## src/hdl/bdm_consts.vh

```
// Constants for the banked data memory and indirect addressing unit.
`ifndef BDM_CONSTS_VH
`define BDM_CONSTS_VH
// Special function register addresses inside bank 0.
`define BDM_ADDR_PORT0      8'h00
`define BDM_ADDR_PTR0       8'h01
`define BDM_ADDR_PORT1      8'h02
`define BDM_ADDR_PTR1       8'h03
`define BDM_ADDR_BANKPTR    8'h04
`define BDM_ADDR_ROREG      8'h05
// Bank select codes.
`define BDM_BANK0           3'b000
`define BDM_BANK4           3'b100
`define BDM_BANK5           3'b101
`define BDM_BANK_RESET      3'b000
// Byte values.
`define BDM_ZERO_BYTE       8'h00
`define BDM_PTR_RESET       8'h00
// Operation codes from the core.
`define BDM_OP_BYTE         2'b00
`define BDM_OP_BSET         2'b01
`define BDM_OP_BCLR         2'b10
`define BDM_OP_INCDEC       2'b11
// APB register offsets.
`define BDM_APB_CMD         12'h000
`define BDM_APB_WDATA       12'h004
`define BDM_APB_RDATA       12'h008
`define BDM_APB_BANK        12'h00C
`define BDM_APB_RO          12'h010
`define BDM_APB_PTRS        12'h014
// APB command field positions.
`define BDM_CMD_ADDR_LSB    0
`define BDM_CMD_OP_LSB      8
`define BDM_CMD_BIT_LSB     10
`define BDM_CMD_WR_BIT      13
`define BDM_CMD_DEC_BIT     14
`endif

```

## src/hdl/bdm_addr_map.v

```verilog
// Effective address resolution for direct and indirect accesses.
`timescale 1ns/100ps
`include "bdm_consts.vh"
module bdm_addr_map (
  input  wire [7:0] addr,
  input  wire [7:0] ptr0,
  input  wire [7:0] ptr1,
  input  wire [2:0] bank_select_field,
  output reg  [7:0] eff_addr,
  output reg  [2:0] eff_bank,
  output reg        via_port
);
  // Ports redirect; direct accesses always use bank 0.
  always @* begin
    eff_addr = addr;
    eff_bank = `BDM_BANK0;
    via_port = 1'b0;
    if (addr == `BDM_ADDR_PORT0) begin
      eff_addr = ptr0;
      eff_bank = `BDM_BANK0;
      via_port = 1'b1;
    end else if (addr == `BDM_ADDR_PORT1) begin
      eff_addr = ptr1;
      eff_bank = bank_select_field;
      via_port = 1'b1;
    end
  end
endmodule // bdm_addr_map

```

## src/hdl/bdm_data_mem.v

```verilog
// Banked data memory decoder with indirect addressing and APB access.
//
// Operation
// - Bank 0 addresses 00H to 7FH decode as special function registers.
// - Bank 0 addresses 80H to FFH decode as 128 bytes of general RAM.
// - Voice data storage sits at 00H to 7FH of banks 4 and 5.
// - Reads of unused special function locations return 00H.
// - Read-only special function registers ignore program writes.
// - General RAM supports byte access and single-bit set and clear.
// - Indirect port accesses go to the address held in its pointer.
// - The first indirect port always resolves to bank 0.
// - The second indirect port resolves to the selected bank.
// - A port as effective target reads 00H and ignores writes.
// - Direct accesses always reach bank 0.
// - Both pointers are real registers, writable and inc/decrementable.
// - The bank pointer holds a three-bit field, upper bits read zero.
// - The bank field resets to 0 except on an idle/sleep watchdog reset.
// - Special function registers are reachable whatever the bank.
//
// Implementation choices: register access over APB and the address map.
`timescale 1ns/100ps
`include "bdm_consts.vh"
module bdm_data_mem #(
  parameter GP_DEPTH = 128,
  parameter VD_DEPTH = 128
) (
  input  wire        pclk,
  input  wire        presetn,
  input  wire        wdt_sleep_reset,
  input  wire        psel,
  input  wire        penable,
  input  wire        pwrite,
  input  wire [11:0] paddr,
  input  wire [31:0] pwdata,
  output reg  [31:0] prdata,
  output wire        pready,
  output wire        pslverr
);
  // Software-visible state.
  reg  [7:0]  wdata_q;
  reg  [7:0]  rdata_q;
  reg  [7:0]  ro_value_q;
  reg  [7:0]  ptr0_q;
  reg  [7:0]  ptr1_q;
  reg  [2:0]  bank_q;
  reg         keep_bank_q;
  reg  [7:0]  voice_mem [0:2*VD_DEPTH-1];
  wire [7:0]  eff_addr;
  wire [2:0]  eff_bank;
  wire        via_port;
  wire [7:0]  gp_rdata;
  wire        apb_wr;
  wire        apb_rd;
  wire        cmd_go;
  wire [7:0]  cmd_addr;
  wire [1:0]  cmd_op;
  wire [2:0]  cmd_bit;
  wire        cmd_wr;
  wire        cmd_dec;
  wire [7:0]  bit_mask;
  wire        is_sfr;
  wire        is_gp;
  wire        is_voice;
  wire        mem_we;
  reg  [7:0]  old_byte;
  reg  [7:0]  new_byte;
  wire        vd_idx_hi;
  wire [7:0]  vd_idx;

  // The slave answers in the access phase with no wait states.
  assign pready  = 1'b1;
  assign pslverr = 1'b0;
  assign apb_wr  = psel & penable & pwrite;
  assign apb_rd  = psel & ~pwrite;

  // A write to the command word runs one core memory operation.
  assign cmd_go   = apb_wr & (paddr == `BDM_APB_CMD);
  assign cmd_addr = pwdata[`BDM_CMD_ADDR_LSB +: 8];
  assign cmd_op   = pwdata[`BDM_CMD_OP_LSB +: 2];
  assign cmd_bit  = pwdata[`BDM_CMD_BIT_LSB +: 3];
  assign cmd_wr   = pwdata[`BDM_CMD_WR_BIT];
  assign cmd_dec  = pwdata[`BDM_CMD_DEC_BIT];
  assign bit_mask = 8'h01 << cmd_bit;

  bdm_addr_map u_map (
    .addr              (cmd_addr),
    .ptr0              (ptr0_q),
    .ptr1              (ptr1_q),
    .bank_select_field (bank_q),
    .eff_addr          (eff_addr),
    .eff_bank          (eff_bank),
    .via_port          (via_port)
  );

  // Lower half is the register area except where banks 4 and 5 hold voice data; upper half is banked.
  assign is_sfr   = ~eff_addr[7];
  assign is_gp    = eff_addr[7] & (eff_bank == `BDM_BANK0);
  assign is_voice = ~eff_addr[7] & ((eff_bank == `BDM_BANK4) |
                    (eff_bank == `BDM_BANK5)) & via_port;
  assign vd_idx_hi = eff_bank[0];
  assign vd_idx    = {vd_idx_hi, eff_addr[6:0]};

  // Voice data takes precedence for the second port's low half in banks 4
  // and 5; register addresses in other banks still reach the registers.
  always @* begin
    old_byte = `BDM_ZERO_BYTE;
    if (is_voice) begin
      old_byte = voice_mem[vd_idx];
    end else if (is_gp) begin
      old_byte = gp_rdata;
    end else if (is_sfr) begin
      case (eff_addr)
        `BDM_ADDR_PTR0:    old_byte = ptr0_q;
        `BDM_ADDR_PTR1:    old_byte = ptr1_q;
        `BDM_ADDR_BANKPTR: old_byte = {5'b00000, bank_q};
        `BDM_ADDR_ROREG:   old_byte = ro_value_q;
        // Ports themselves and unused slots read zero.
        default:           old_byte = `BDM_ZERO_BYTE;
      endcase
    end else begin
      old_byte = `BDM_ZERO_BYTE;
    end
  end

  // Next value of the target byte for each operation kind.
  always @* begin
    case (cmd_op)
      `BDM_OP_BSET:   new_byte = old_byte | bit_mask;
      `BDM_OP_BCLR:   new_byte = old_byte & ~bit_mask;
      `BDM_OP_INCDEC: new_byte = cmd_dec ? old_byte - 8'h01
                                         : old_byte + 8'h01;
      default:        new_byte = wdata_q;
    endcase
  end

  // Read-only op with wr low just loads the read result.
  assign mem_we = cmd_go & (cmd_wr | (cmd_op != `BDM_OP_BYTE));

  bdm_gp_ram #(
    .DEPTH (GP_DEPTH),
    .AW    (7)
  ) u_gp (
    .pclk     (pclk),
    .we       (mem_we & is_gp & ~is_voice),
    .addr     (eff_addr[6:0]),
    .wdata    (new_byte),
    .bit_mask (bit_mask),
    .bit_mode (1'b0),
    .bit_val  (1'b0),
    .rdata    (gp_rdata)
  );

  // Voice area keeps its contents across reset, like plain RAM.
  always @(posedge pclk) begin
    if (mem_we & is_voice) begin
      voice_mem[vd_idx] <= new_byte;
    end
  end

  // Catch whether this reset must keep the bank field. The flag is taken
  // while running and held through reset only while it stays high, so a
  // plain reset with the flag low always clears the field. An asynchronous
  // clear here would wipe the very flag that must survive the reset.
  always @(posedge pclk) begin
    if (presetn) begin
      keep_bank_q <= wdt_sleep_reset;
    end else begin
      keep_bank_q <= keep_bank_q & wdt_sleep_reset;
    end
  end

  // Bank field survives a watchdog reset from idle or sleep.
  always @(posedge pclk) begin
    if (!presetn && !keep_bank_q) begin
      bank_q <= `BDM_BANK_RESET;
    end else if (presetn && mem_we && is_sfr && !is_voice &&
                 eff_addr == `BDM_ADDR_BANKPTR) begin
      bank_q <= new_byte[2:0];
    end
  end

  // Pointers and software registers.
  always @(posedge pclk or negedge presetn) begin
    if (!presetn) begin
      ptr0_q     <= `BDM_PTR_RESET;
      ptr1_q     <= `BDM_PTR_RESET;
      wdata_q    <= `BDM_ZERO_BYTE;
      rdata_q    <= `BDM_ZERO_BYTE;
      ro_value_q <= `BDM_ZERO_BYTE;
    end else begin
      if (apb_wr && paddr == `BDM_APB_WDATA) begin
        wdata_q <= pwdata[7:0];
      end
      if (apb_wr && paddr == `BDM_APB_RO) begin
        ro_value_q <= pwdata[7:0];
      end
      if (cmd_go) begin
        rdata_q <= old_byte;
      end
      if (mem_we && is_sfr && !is_voice) begin
        if (eff_addr == `BDM_ADDR_PTR0) begin
          ptr0_q <= new_byte;
        end
        if (eff_addr == `BDM_ADDR_PTR1) begin
          ptr1_q <= new_byte;
        end
        // The read-only register has no write path from the core side.
      end
    end
  end

  // APB read mux; unmapped offsets read zero.
  always @* begin
    prdata = 32'h0000_0000;
    if (apb_rd) begin
      case (paddr)
        `BDM_APB_WDATA: prdata = {24'h00_0000, wdata_q};
        `BDM_APB_RDATA: prdata = {24'h00_0000, rdata_q};
        `BDM_APB_BANK:  prdata = {29'h0000_0000, bank_q};
        `BDM_APB_RO:    prdata = {24'h00_0000, ro_value_q};
        `BDM_APB_PTRS:  prdata = {16'h0000, ptr1_q, ptr0_q};
        default:        prdata = 32'h0000_0000;
      endcase
    end
  end
endmodule // bdm_data_mem

```

## src/hdl/bdm_gp_ram.v

```verilog
// General purpose byte RAM with byte write and single-bit set and clear.
`timescale 1ns/100ps
module bdm_gp_ram #(
  parameter DEPTH = 128,
  parameter AW    = 7
) (
  input  wire          pclk,
  input  wire          we,
  input  wire [AW-1:0] addr,
  input  wire [7:0]    wdata,
  input  wire [7:0]    bit_mask,
  input  wire          bit_mode,
  input  wire          bit_val,
  output wire [7:0]    rdata
);
  reg [7:0] mem [0:DEPTH-1];
  // Read is asynchronous so the modify step sees the current byte.
  assign rdata = mem[addr];
  // Bit operations only touch the masked bit; the rest are written back.
  always @(posedge pclk) begin
    if (we) begin
      if (bit_mode) begin
        mem[addr] <= bit_val ? (mem[addr] | bit_mask)
                             : (mem[addr] & ~bit_mask);
      end else begin
        mem[addr] <= wdata;
      end
    end
  end
endmodule // bdm_gp_ram

```

## config.mk

```make
export PLATFORM = sky130hd
export DESIGN_NAME = bdm_data_mem
export DESIGN_NICKNAME = d
export VERILOG_FILES = /design/src/hdl/bdm_addr_map.v /design/src/hdl/bdm_data_mem.v /design/src/hdl/bdm_gp_ram.v
export VERILOG_INCLUDE_DIRS = /design/src /design/src/hdl
export SDC_FILE = /design/constraint.sdc
export NUM_CORES = 2
export LEC_CHECK = 0
export BUFFER_PORTS_ARGS = -buffer_cell sky130_fd_sc_hd__buf_2
export CAP_MARGIN = 10
export CORE_MARGIN = 10
export CORE_UTILIZATION = 30
export CTS_BUF_LIST = sky130_fd_sc_hd__clkbuf_8
export DETAILED_ROUTE_END_ITERATION = 8
export HOLD_SLACK_MARGIN = 0.03
export PLACE_DENSITY = 0.48
export SLEW_MARGIN = 0
export SYNTH_ARGS = -nofsm -noshare
export SYNTH_HDL_FRONTEND = slang
export SYNTH_SLANG_ARGS = --single-unit
```

## constraint.sdc

```tcl
create_clock -name pclk -period 21.9 [get_ports pclk]
set_clock_uncertainty 0.1 [all_clocks]
set_input_delay 4.38 -clock pclk [delete_from_list [all_inputs] [get_ports pclk]]
set_output_delay 4.38 -clock pclk [all_outputs]
set_load 0.1 [all_outputs]
```

After elaboration in Yosys (flattened, before gate mapping). Memory sizes are Yosys's and may differ from the RTL's. Cells that the tools add are included.

Input bits: 50. RAM bits: 3072. Bits in registers: 44. Memories kept: 2.

Reduce and logical (&&, ||, !) cells: 18. Eq/ne operators: 15. Add/sub/neg operators: 2. Mux-type cells: 19. Bitwise logic cells: 20. Shift operators: 1.

Memories: voice_mem (words 256, bits a word 8, rd ports 1, clocked after Yosys merged registers in 0, wr ports 1, line bdm_data_mem.v:47) `reg [7:0] voice_mem [0:2*VD_DEPTH-1];`; u_gp.mem (words 128, bits a word 8, rd ports 1, clocked after Yosys merged registers in 0, wr ports 1, line bdm_gp_ram.v:16) `reg [7:0] mem [0:DEPTH-1];`.

Operator list (number): 16-bit one-hot mux with 5 select lines (1); 8-bit 2-to-1 mux (6); 8-bit one-hot mux with 4 select lines (1); 12-bit by 4-bit == test with 1-bit output (second input constant) (2); 12-bit by 5-bit == test with 1-bit output (second input constant) (2); 8-bit one-hot mux with 3 select lines (1); 8-bit by 2-bit == test with 1-bit output (second input constant) (2); 8-bit by 3-bit == test with 1-bit output (second input constant) (2); 16-bit 2-to-1 mux (1); 1-bit AND (12); 12-bit by 3-bit == test with 1-bit output (second input constant) (1); 12-bit logical NOT (1); 1-bit logical AND (9); 8-bit by 1-bit adder with 8-bit output (second input constant) (1); 8-bit AND (1); 8-bit by 1-bit == test with 1-bit output (second input constant) (1); 8-bit logical NOT (1); 8-bit NOT (1); 8-bit OR (1); 1-bit by 3-bit left shift with 8-bit output (first input constant) (1); 8-bit by 1-bit subtractor with 8-bit output (second input constant) (1); 1-bit 2-to-1 mux (7); 3-bit == test (second input constant) (2); 3-bit 2-to-1 mux (2); other kinds (8) (15).

Logic depth before layout (Yosys ltp).
Word-level depth: 11. Depth in mapped cells: 27.

Modules after synthesis. Synthesis repeated with hierarchy kept, for this count alone.

Cells, all modules: 6389. Area total of the unflattened synthesis: 123332.0 um^2.

Modules (own cells, without submodules): bdm_data_mem (area an instance 82778.1 um^2, times used 1, cells an instance 3906); bdm_gp_ram (area an instance 40308.7 um^2, times used 1, cells an instance 2442); bdm_addr_map (area an instance 245.2 um^2, times used 1, cells an instance 41).

Worst setup path before layout. No wires, ideal clock.

Path kind: input -> register. From: input port pwdata[5]. To: memory u_gp.mem[0][1], data pin. Cell stages on the path: 15. Arrival: 19.031 ns. Slack: 0.364 ns. Setup time: 2.405 ns. Path buffers: 5. Cell sequence: buf_2 -> nor4_4 -> a31o_2 -> buf_2 -> buf_2 -> buf_2 -> buf_1 -> mux4_2 -> a22oi_1 -> a21oi_1 -> nor4_1 -> nor2_1 -> o22ai_1 -> fa_1 -> a2bb2oi_1.

Word-level cells in the longest chain between the ends: 11. Elaborated cells between the ends (all ways): 32.

Ends and longest elaborated chain: start: declaration (line bdm_data_mem.v:34) `input wire [31:0] pwdata,`; branches (longest 7 deep; another with memory 128 x 8 bit); 8-bit 2-to-1 mux * (line bdm_data_mem.v:107) `if (is_voice) begin`; 8-bit by 1-bit adder with 8-bit output or 8-bit by 1-bit subtractor with 8-bit output (tied branches) (line bdm_data_mem.v:131, bdm_data_mem.v:130); 8-bit 2-to-1 mux (line bdm_data_mem.v:130) `` `BDM_OP_INCDEC: new_byte = cmd_dec ? old_byte - 8'h01 ``; 8-bit one-hot mux with 3 select lines * (line bdm_data_mem.v:127) `case (cmd_op)`; named net new_byte[1] (line bdm_data_mem.v:66) `reg [7:0] new_byte;`; end: declaration (line bdm_gp_ram.v:16).

Mark *: on every way through the listed nets, which the timed path passes.

Worst setup path in the final report.
From: input port pwdata[4]. To: memory voice_mem[161][4], data pin.

Word-level cells in the longest chain between the ends: 11. Elaborated cells between the ends (all ways): 32.

Ends and longest elaborated chain (line): branches (longest 7 deep; another with memory 128 x 8 bit); 8-bit 2-to-1 mux * (bdm_data_mem.v:107); 8-bit by 1-bit adder with 8-bit output or 8-bit by 1-bit subtractor with 8-bit output (tied branches) (bdm_data_mem.v:131, bdm_data_mem.v:130); 8-bit 2-to-1 mux (bdm_data_mem.v:130); 8-bit one-hot mux with 3 select lines * (bdm_data_mem.v:127); named net new_byte[4] (bdm_data_mem.v:66); end: declaration (bdm_data_mem.v:47).

Marked as above.

==> report_table.html <==
<table>
<tr><th>Metric</th><th>Value</th></tr>
<tr><th colspan="2">Logic synthesis</th></tr>
<tr><td>Combined area of all synthesized cells</td><td>123000 sq um</td></tr>
<tr><td>Register area share after synthesis</td><td>75.6%</td></tr>
<tr><td>Number of enable-type register cells in the synthesized netlist</td><td>3072</td></tr>
<tr><td>Top post-synthesis cells by area</td><td>sky130_fd_sc_hd__edfxtp_1 75%, sky130_fd_sc_hd__mux4_2 9.3%, sky130_fd_sc_hd__nand2_1 2.8%</td></tr>
<tr><td>Synth Instances</td><td>roughly 7200</td></tr>
<tr><td>Flops &amp; latches, synth</td><td>3116</td></tr>
<tr><td>Synthesized area per cell</td><td>roughly 17 sq um</td></tr>
<tr><td>Area leader, netlist</td><td>sky130_fd_sc_hd__edfxtp_1</td></tr>
<tr><td>Count of different cell masters after synthesis</td><td>80</td></tr>
<tr><td>Primary flip-flop cell chosen by synthesis mapping</td><td>sky130_fd_sc_hd__edfxtp_1</td></tr>
<tr><td>Number of warning messages in the yosys log</td><td>0</td></tr>
<tr><td>FFs w/ async S/R, synth</td><td>1.28%</td></tr>
<tr><td>Top-area cell type share of the netlist area</td><td>74.7%</td></tr>
<tr><th colspan="2">Setup path</th></tr>
<tr><td>Kind of capture point of the worst setup path</td><td>register</td></tr>
<tr><td>Worst setup path category</td><td>input pin to register</td></tr>
<tr><td>Depth of the most critical reg-to-reg path</td><td>20</td></tr>
<tr><td>Startpoint type of the worst setup path</td><td>input pin</td></tr>
<tr><td>CP Data Required Time</td><td>22.47 ns</td></tr>
<tr><td>Start of the worst register-to-register path</td><td>ptr1_q[0]</td></tr>
<tr><td>Highest fanout seen on the critical path</td><td>196</td></tr>
<tr><td>Worst EP arrival</td><td>15.03 ns</td></tr>
<tr><td>Worst R2R Setup Slack</td><td>10.82 ns</td></tr>
<tr><td>End of the worst register-to-register path</td><td>voice_mem[161][4]</td></tr>
<tr><th colspan="2">Timing</th></tr>
<tr><td>Share of the cycle needed by the critical path after routing</td><td>66.0%</td></tr>
<tr><td>Final period demand of the worst path</td><td>14.46 ns</td></tr>
<tr><td>Pin slew with the least headroom to its limit</td><td>1.53 ns</td></tr>
<tr><td>Post-route setup TNS</td><td>0 ns</td></tr>
<tr><td>Final setup vio count</td><td>0</td></tr>
<tr><td>Final Max Slew Viols</td><td>60</td></tr>
<tr><td>Hold violation count in the final report</td><td>0</td></tr>
<tr><td>Setup repair after global routing missed its margin</td><td>false</td></tr>
<tr><td>Maximum clock frequency</td><td>between 0.06 and 0.07 GHz</td></tr>
<tr><td>Slew Limit Headroom</td><td>-2.08%</td></tr>
<tr><th colspan="2">Floorplan</th></tr>
<tr><td>Area enclosed by the die boundary</td><td>approximately 440000 sq um</td></tr>
<tr><td>Die X</td><td>661 microns</td></tr>
<tr><td>Vert. Die Dim</td><td>approximately 660 microns</td></tr>
<tr><td>Initial Utilization</td><td>30.1%</td></tr>
<tr><td>Placeable Area</td><td>410000 sq um</td></tr>
<tr><td>Number of top-level design ports</td><td>84</td></tr>
<tr><td>Core Rows</td><td>235</td></tr>
<tr><th colspan="2">Finish</th></tr>
<tr><td>Fin nets</td><td>7528</td></tr>
<tr><td>Filler Cell Count</td><td>39300</td></tr>
<tr><td>Leading cell type in the layout, fill and taps excluded</td><td>sky130_fd_sc_hd__edfxtp_1</td></tr>
<tr><td>Layout overhead on the synthesized area</td><td>13.1%</td></tr>
<tr><td>Commonest non-fill, non-tap cells in the layout</td><td>3072 x sky130_fd_sc_hd__edfxtp_1, 926 x sky130_fd_sc_hd__nand2_1, 508 x sky130_fd_sc_hd__mux4_2</td></tr>
<tr><td>Ratio of cells with drive above 1 in the final layout</td><td>18.7%</td></tr>
<tr><th colspan="2">Status</th></tr>
<tr><td>Status</td><td>complete, but fails checks</td></tr>
<tr><td>Violated checks</td><td>slew limit</td></tr>
<tr><th colspan="2">Placed design</th></tr>
<tr><td>Count of buffers from port buffering</td><td>48</td></tr>
<tr><td>Placed wire-length estimate</td><td>246000 microns</td></tr>
<tr><td>Final Wtd Congestion</td><td>0.851</td></tr>
<tr><th colspan="2">Power and ir drop</th></tr>
<tr><td>Sequential share of power</td><td>between 50% and 60%</td></tr>
<tr><td>Power density over cell area</td><td>between 80 and 90 nW/um^2</td></tr>
<tr><td>Net Sw Frac</td><td>24.7%</td></tr>
<tr><td>Part of the power in the clock network</td><td>37.6%</td></tr>
<tr><td>Int Pwr</td><td>9.20 mW</td></tr>
<tr><td>Worst-case vdd ir drop</td><td>0.0496 mV</td></tr>
<tr><td>Part of the total power dissipated in combinational logic</td><td>under 10%</td></tr>
<tr><td>Post-layout total power</td><td>roughly 12 mW</td></tr>
<tr><td>Net load switching power</td><td>3.02 mW</td></tr>
<tr><td>Standby leakage power</td><td>44.9 nW</td></tr>
<tr><th colspan="2">Min path</th></tr>
<tr><td>Worst hold path cell count</td><td>2</td></tr>
<tr><td>End of the worst hold path</td><td>rdata_q[2]</td></tr>
<tr><td>Class of the tightest hold or removal check</td><td>register to register</td></tr>
<tr><td>Hold Startpoint</td><td>rdata_q[2]</td></tr>
<tr><th colspan="2">Clock tree</th></tr>
<tr><td>Buffers inserted during post-CTS setup optimization</td><td>0</td></tr>
<tr><td>TritonCTS clock tree</td><td>done</td></tr>
<tr><td>Number of resized instances in the post-cts repair step</td><td>0</td></tr>
<tr><td>CTS root buf</td><td>sky130_fd_sc_hd__clkbuf_8</td></tr>
<tr><td>Source-to-sink clock delay at the later pin of the worst-skew pair</td><td>about 1.1 ns</td></tr>
<tr><td>Deepest level of the CTS H-tree</td><td>5</td></tr>
<tr><td>Post-cts hold buffer count</td><td>0</td></tr>
<tr><td>CTS buffer count</td><td>488</td></tr>
<tr><td>CTS max path bufs</td><td>4</td></tr>
<tr><td>Clock-pin slew on the worst setup and hold paths</td><td>around 0.06 ns</td></tr>
<tr><td>Clk sinks</td><td>3116</td></tr>
<tr><th colspan="2">Global route</th></tr>
<tr><td>Number of global-route vias before repair</td><td>70400</td></tr>
<tr><td>Global-route usage over all layers</td><td>a little under a fifth</td></tr>
<tr><td>Initial antenna violation count</td><td>22</td></tr>
<tr><td>Pin count of the biggest net entering global routing</td><td>204</td></tr>
<tr><td>Residual overflow from global routing</td><td>0</td></tr>
<tr><td>First-pass GRT wire length</td><td>approximately 560000 microns</td></tr>
<tr><th colspan="2">Route</th></tr>
<tr><td>DRC violation count after routing</td><td>0</td></tr>
<tr><td>Via count normalized by instance count</td><td>5.30</td></tr>
<tr><td>Antenna-violating nets left</td><td>0</td></tr>
<tr><td>Post-detailed-routing wire length</td><td>408000 microns</td></tr>
<tr><td>DRC violation total after the first TritonRoute iteration</td><td>8612</td></tr>
<tr><td>Router iterations before antenna repair</td><td>6</td></tr>
<tr><td>Routed wirelength normalized by instance count</td><td>30.6 microns</td></tr>
<tr><td>Vias</td><td>70700</td></tr>
<tr><th colspan="2">Job</th></tr>
<tr><td>Max capacitance violation total</td><td>0</td></tr>
</table>
## worst max-delay path, cell delays in order
cell,delay (ns)
sky130_fd_sc_hd__buf_2,0.18
sky130_fd_sc_hd__nor4_4,0.55
sky130_fd_sc_hd__a31o_4,0.60
sky130_fd_sc_hd__buf_12,0.53
sky130_fd_sc_hd__buf_12,0.55
sky130_fd_sc_hd__mux4_2,0.67
sky130_fd_sc_hd__a2111oi_1,1.23
sky130_fd_sc_hd__o311ai_0,0.58
sky130_fd_sc_hd__o31ai_1,0.38
sky130_fd_sc_hd__nor3_1,0.31
sky130_fd_sc_hd__and3_1,0.34
sky130_fd_sc_hd__o22ai_1,0.68
sky130_fd_sc_hd__fa_1,0.37
sky130_fd_sc_hd__nor2b_1,0.06
sky130_fd_sc_hd__o21ai_0,0.14
sky130_fd_sc_hd__nand2b_1,0.11
sky130_fd_sc_hd__xnor2_1,0.15
sky130_fd_sc_hd__o221ai_1,0.20
sky130_fd_sc_hd__a311o_2,0.79
sky130_fd_sc_hd__buf_4,0.89
sky130_fd_sc_hd__buf_12,0.72
## cell families after synthesis
logic type,synth area share (%)
AOI/OAI and AO/OA,3.87
xor gates and xnor gates,0.0355
adders and majority gates,0.0770
buffers and inverters,1.75
DFF,75.6
muxes,11.4
other,0.00608
and+or+nand+nor,7.23
## cells in the mapped netlist, types with 5 or more instances
library cell                count
sky130_fd_sc_hd__and4_1         5
sky130_fd_sc_hd__a21oi_1      177
sky130_fd_sc_hd__a31oi_1       41
sky130_fd_sc_hd__a2111oi_0     14
sky130_fd_sc_hd__a32oi_1       10
sky130_fd_sc_hd__a22o_1        18
sky130_fd_sc_hd__a211oi_1      35
sky130_fd_sc_hd__a22oi_1      102
sky130_fd_sc_hd__nand4_1       43
sky130_fd_sc_hd__inv_1         15
sky130_fd_sc_hd__or3_1          6
sky130_fd_sc_hd__or4_1          9
sky130_fd_sc_hd__nand3_1      397
sky130_fd_sc_hd__nand2_1      934
sky130_fd_sc_hd__mux2_2        30
sky130_fd_sc_hd__xnor2_1        5
sky130_fd_sc_hd__nor2_1       480
sky130_fd_sc_hd__clkbuf_1     178
sky130_fd_sc_hd__a21o_1         7
sky130_fd_sc_hd__a311oi_1      36
sky130_fd_sc_hd__buf_4         28
sky130_fd_sc_hd__nand2b_1       7
sky130_fd_sc_hd__a221oi_1      11
sky130_fd_sc_hd__o31ai_1        7
sky130_fd_sc_hd__buf_1         79
sky130_fd_sc_hd__and3_1        66
sky130_fd_sc_hd__o21ai_0       69
sky130_fd_sc_hd__and2_1        10
sky130_fd_sc_hd__a222oi_1       7
sky130_fd_sc_hd__dfrtp_1       40
sky130_fd_sc_hd__nor4_1        40
sky130_fd_sc_hd__nor3b_1        5
sky130_fd_sc_hd__nor2b_1        8
sky130_fd_sc_hd__o22ai_1       88
sky130_fd_sc_hd__a31o_2         6
sky130_fd_sc_hd__o211ai_1      19
sky130_fd_sc_hd__o221ai_1       9
sky130_fd_sc_hd__edfxtp_1    3072
sky130_fd_sc_hd__buf_2        180
sky130_fd_sc_hd__mux2i_1      231
sky130_fd_sc_hd__nor3_1        46
sky130_fd_sc_hd__o2111ai_1      5
sky130_fd_sc_hd__mux4_2       509
sky130_fd_sc_hd__ha_1           6
## area by class of cell
| cell class | instances | area, sq um | area share (%) |
|---|---|---|---|
| Antenna cell | 13 | 32.5 | 0.0233 |
| Clock buffer | 496 | 6830 | 4.89 |
| Clock inverter | 392 | 2050 | 1.47 |
| Inverter | 15 | 71.3 | 0.0511 |
| Multi-Input combinational cell | 3574 | 28400 | 20.3 |
| Sequential cell | 3116 | 93300 | 66.8 |
| Tap cell | 5451 | 6820 | 4.88 |
| Timing Repair Buffer | 276 | 2160 | 1.55 |
## worst max-delay path by stage
stage / end / from / slack [ns] / cells after the start
floorplan: u_gp.mem[0][1] / pwdata[5] / 0.36 / 15
global placement: voice_mem[164][5] / pwdata[7] / 6.61 / 23
detailed placement: voice_mem[165][5] / pwdata[7] / 6.44 / 23
CTS: voice_mem[175][5] / pwdata[7] / 7.54 / 23
global route: voice_mem[175][5] / pwdata[4] / 7.26 / 23
finish: voice_mem[161][4] / pwdata[4] / 7.44 / 21
## metrics by stage
stage	util [%]	area, sq um	setup WS [ns]	cells	hold WS (ns)
2_1_floorplan	-	124000	0.364	7172	0.346
3_3_place_gp	31.9	131000	6.61	12400	0.368
3_5_place_dp	31.9	131000	6.44	12400	0.376
4_1_cts	34.1	140000	7.54	13300	0.395
5_1_grt	34.1	140000	7.26	13300	0.439
6_report	34.1	140000	7.44	13300	0.393
## power groups by stage
stage / combinational, mW / sequential (mW) / clock, mW
global placement: 0.865 / 6.86 / 0
detailed placement: 0.887 / 6.86 / 0
finish: 0.883 / 6.74 / 4.60
global route: 0.928 / 6.74 / 4.96
floorplan: 0.458 / 6.96 / 0
CTS: 0.888 / 6.74 / 4.70
## registers in the layout (all words and copies together) (netlist names)
name         cells
ptr1_q           8
voice_mem     2048
bank_q           3
wdata_q          8
u_gp.mem      1024
rdata_q          8
ro_value_q       8
ptr0_q           8
keep_bank_q      1
## metal layers
metal	GRT usage (%)	up-vias	share of wire, %
met5	0	-	0.0037
met4	6.88	2	4.1
met3	3.78	781	8.3
met2	29.1	3280	47
met1	24.0	37500	41
li1	-	29100	-
Power figures use the tool's default switching activity.
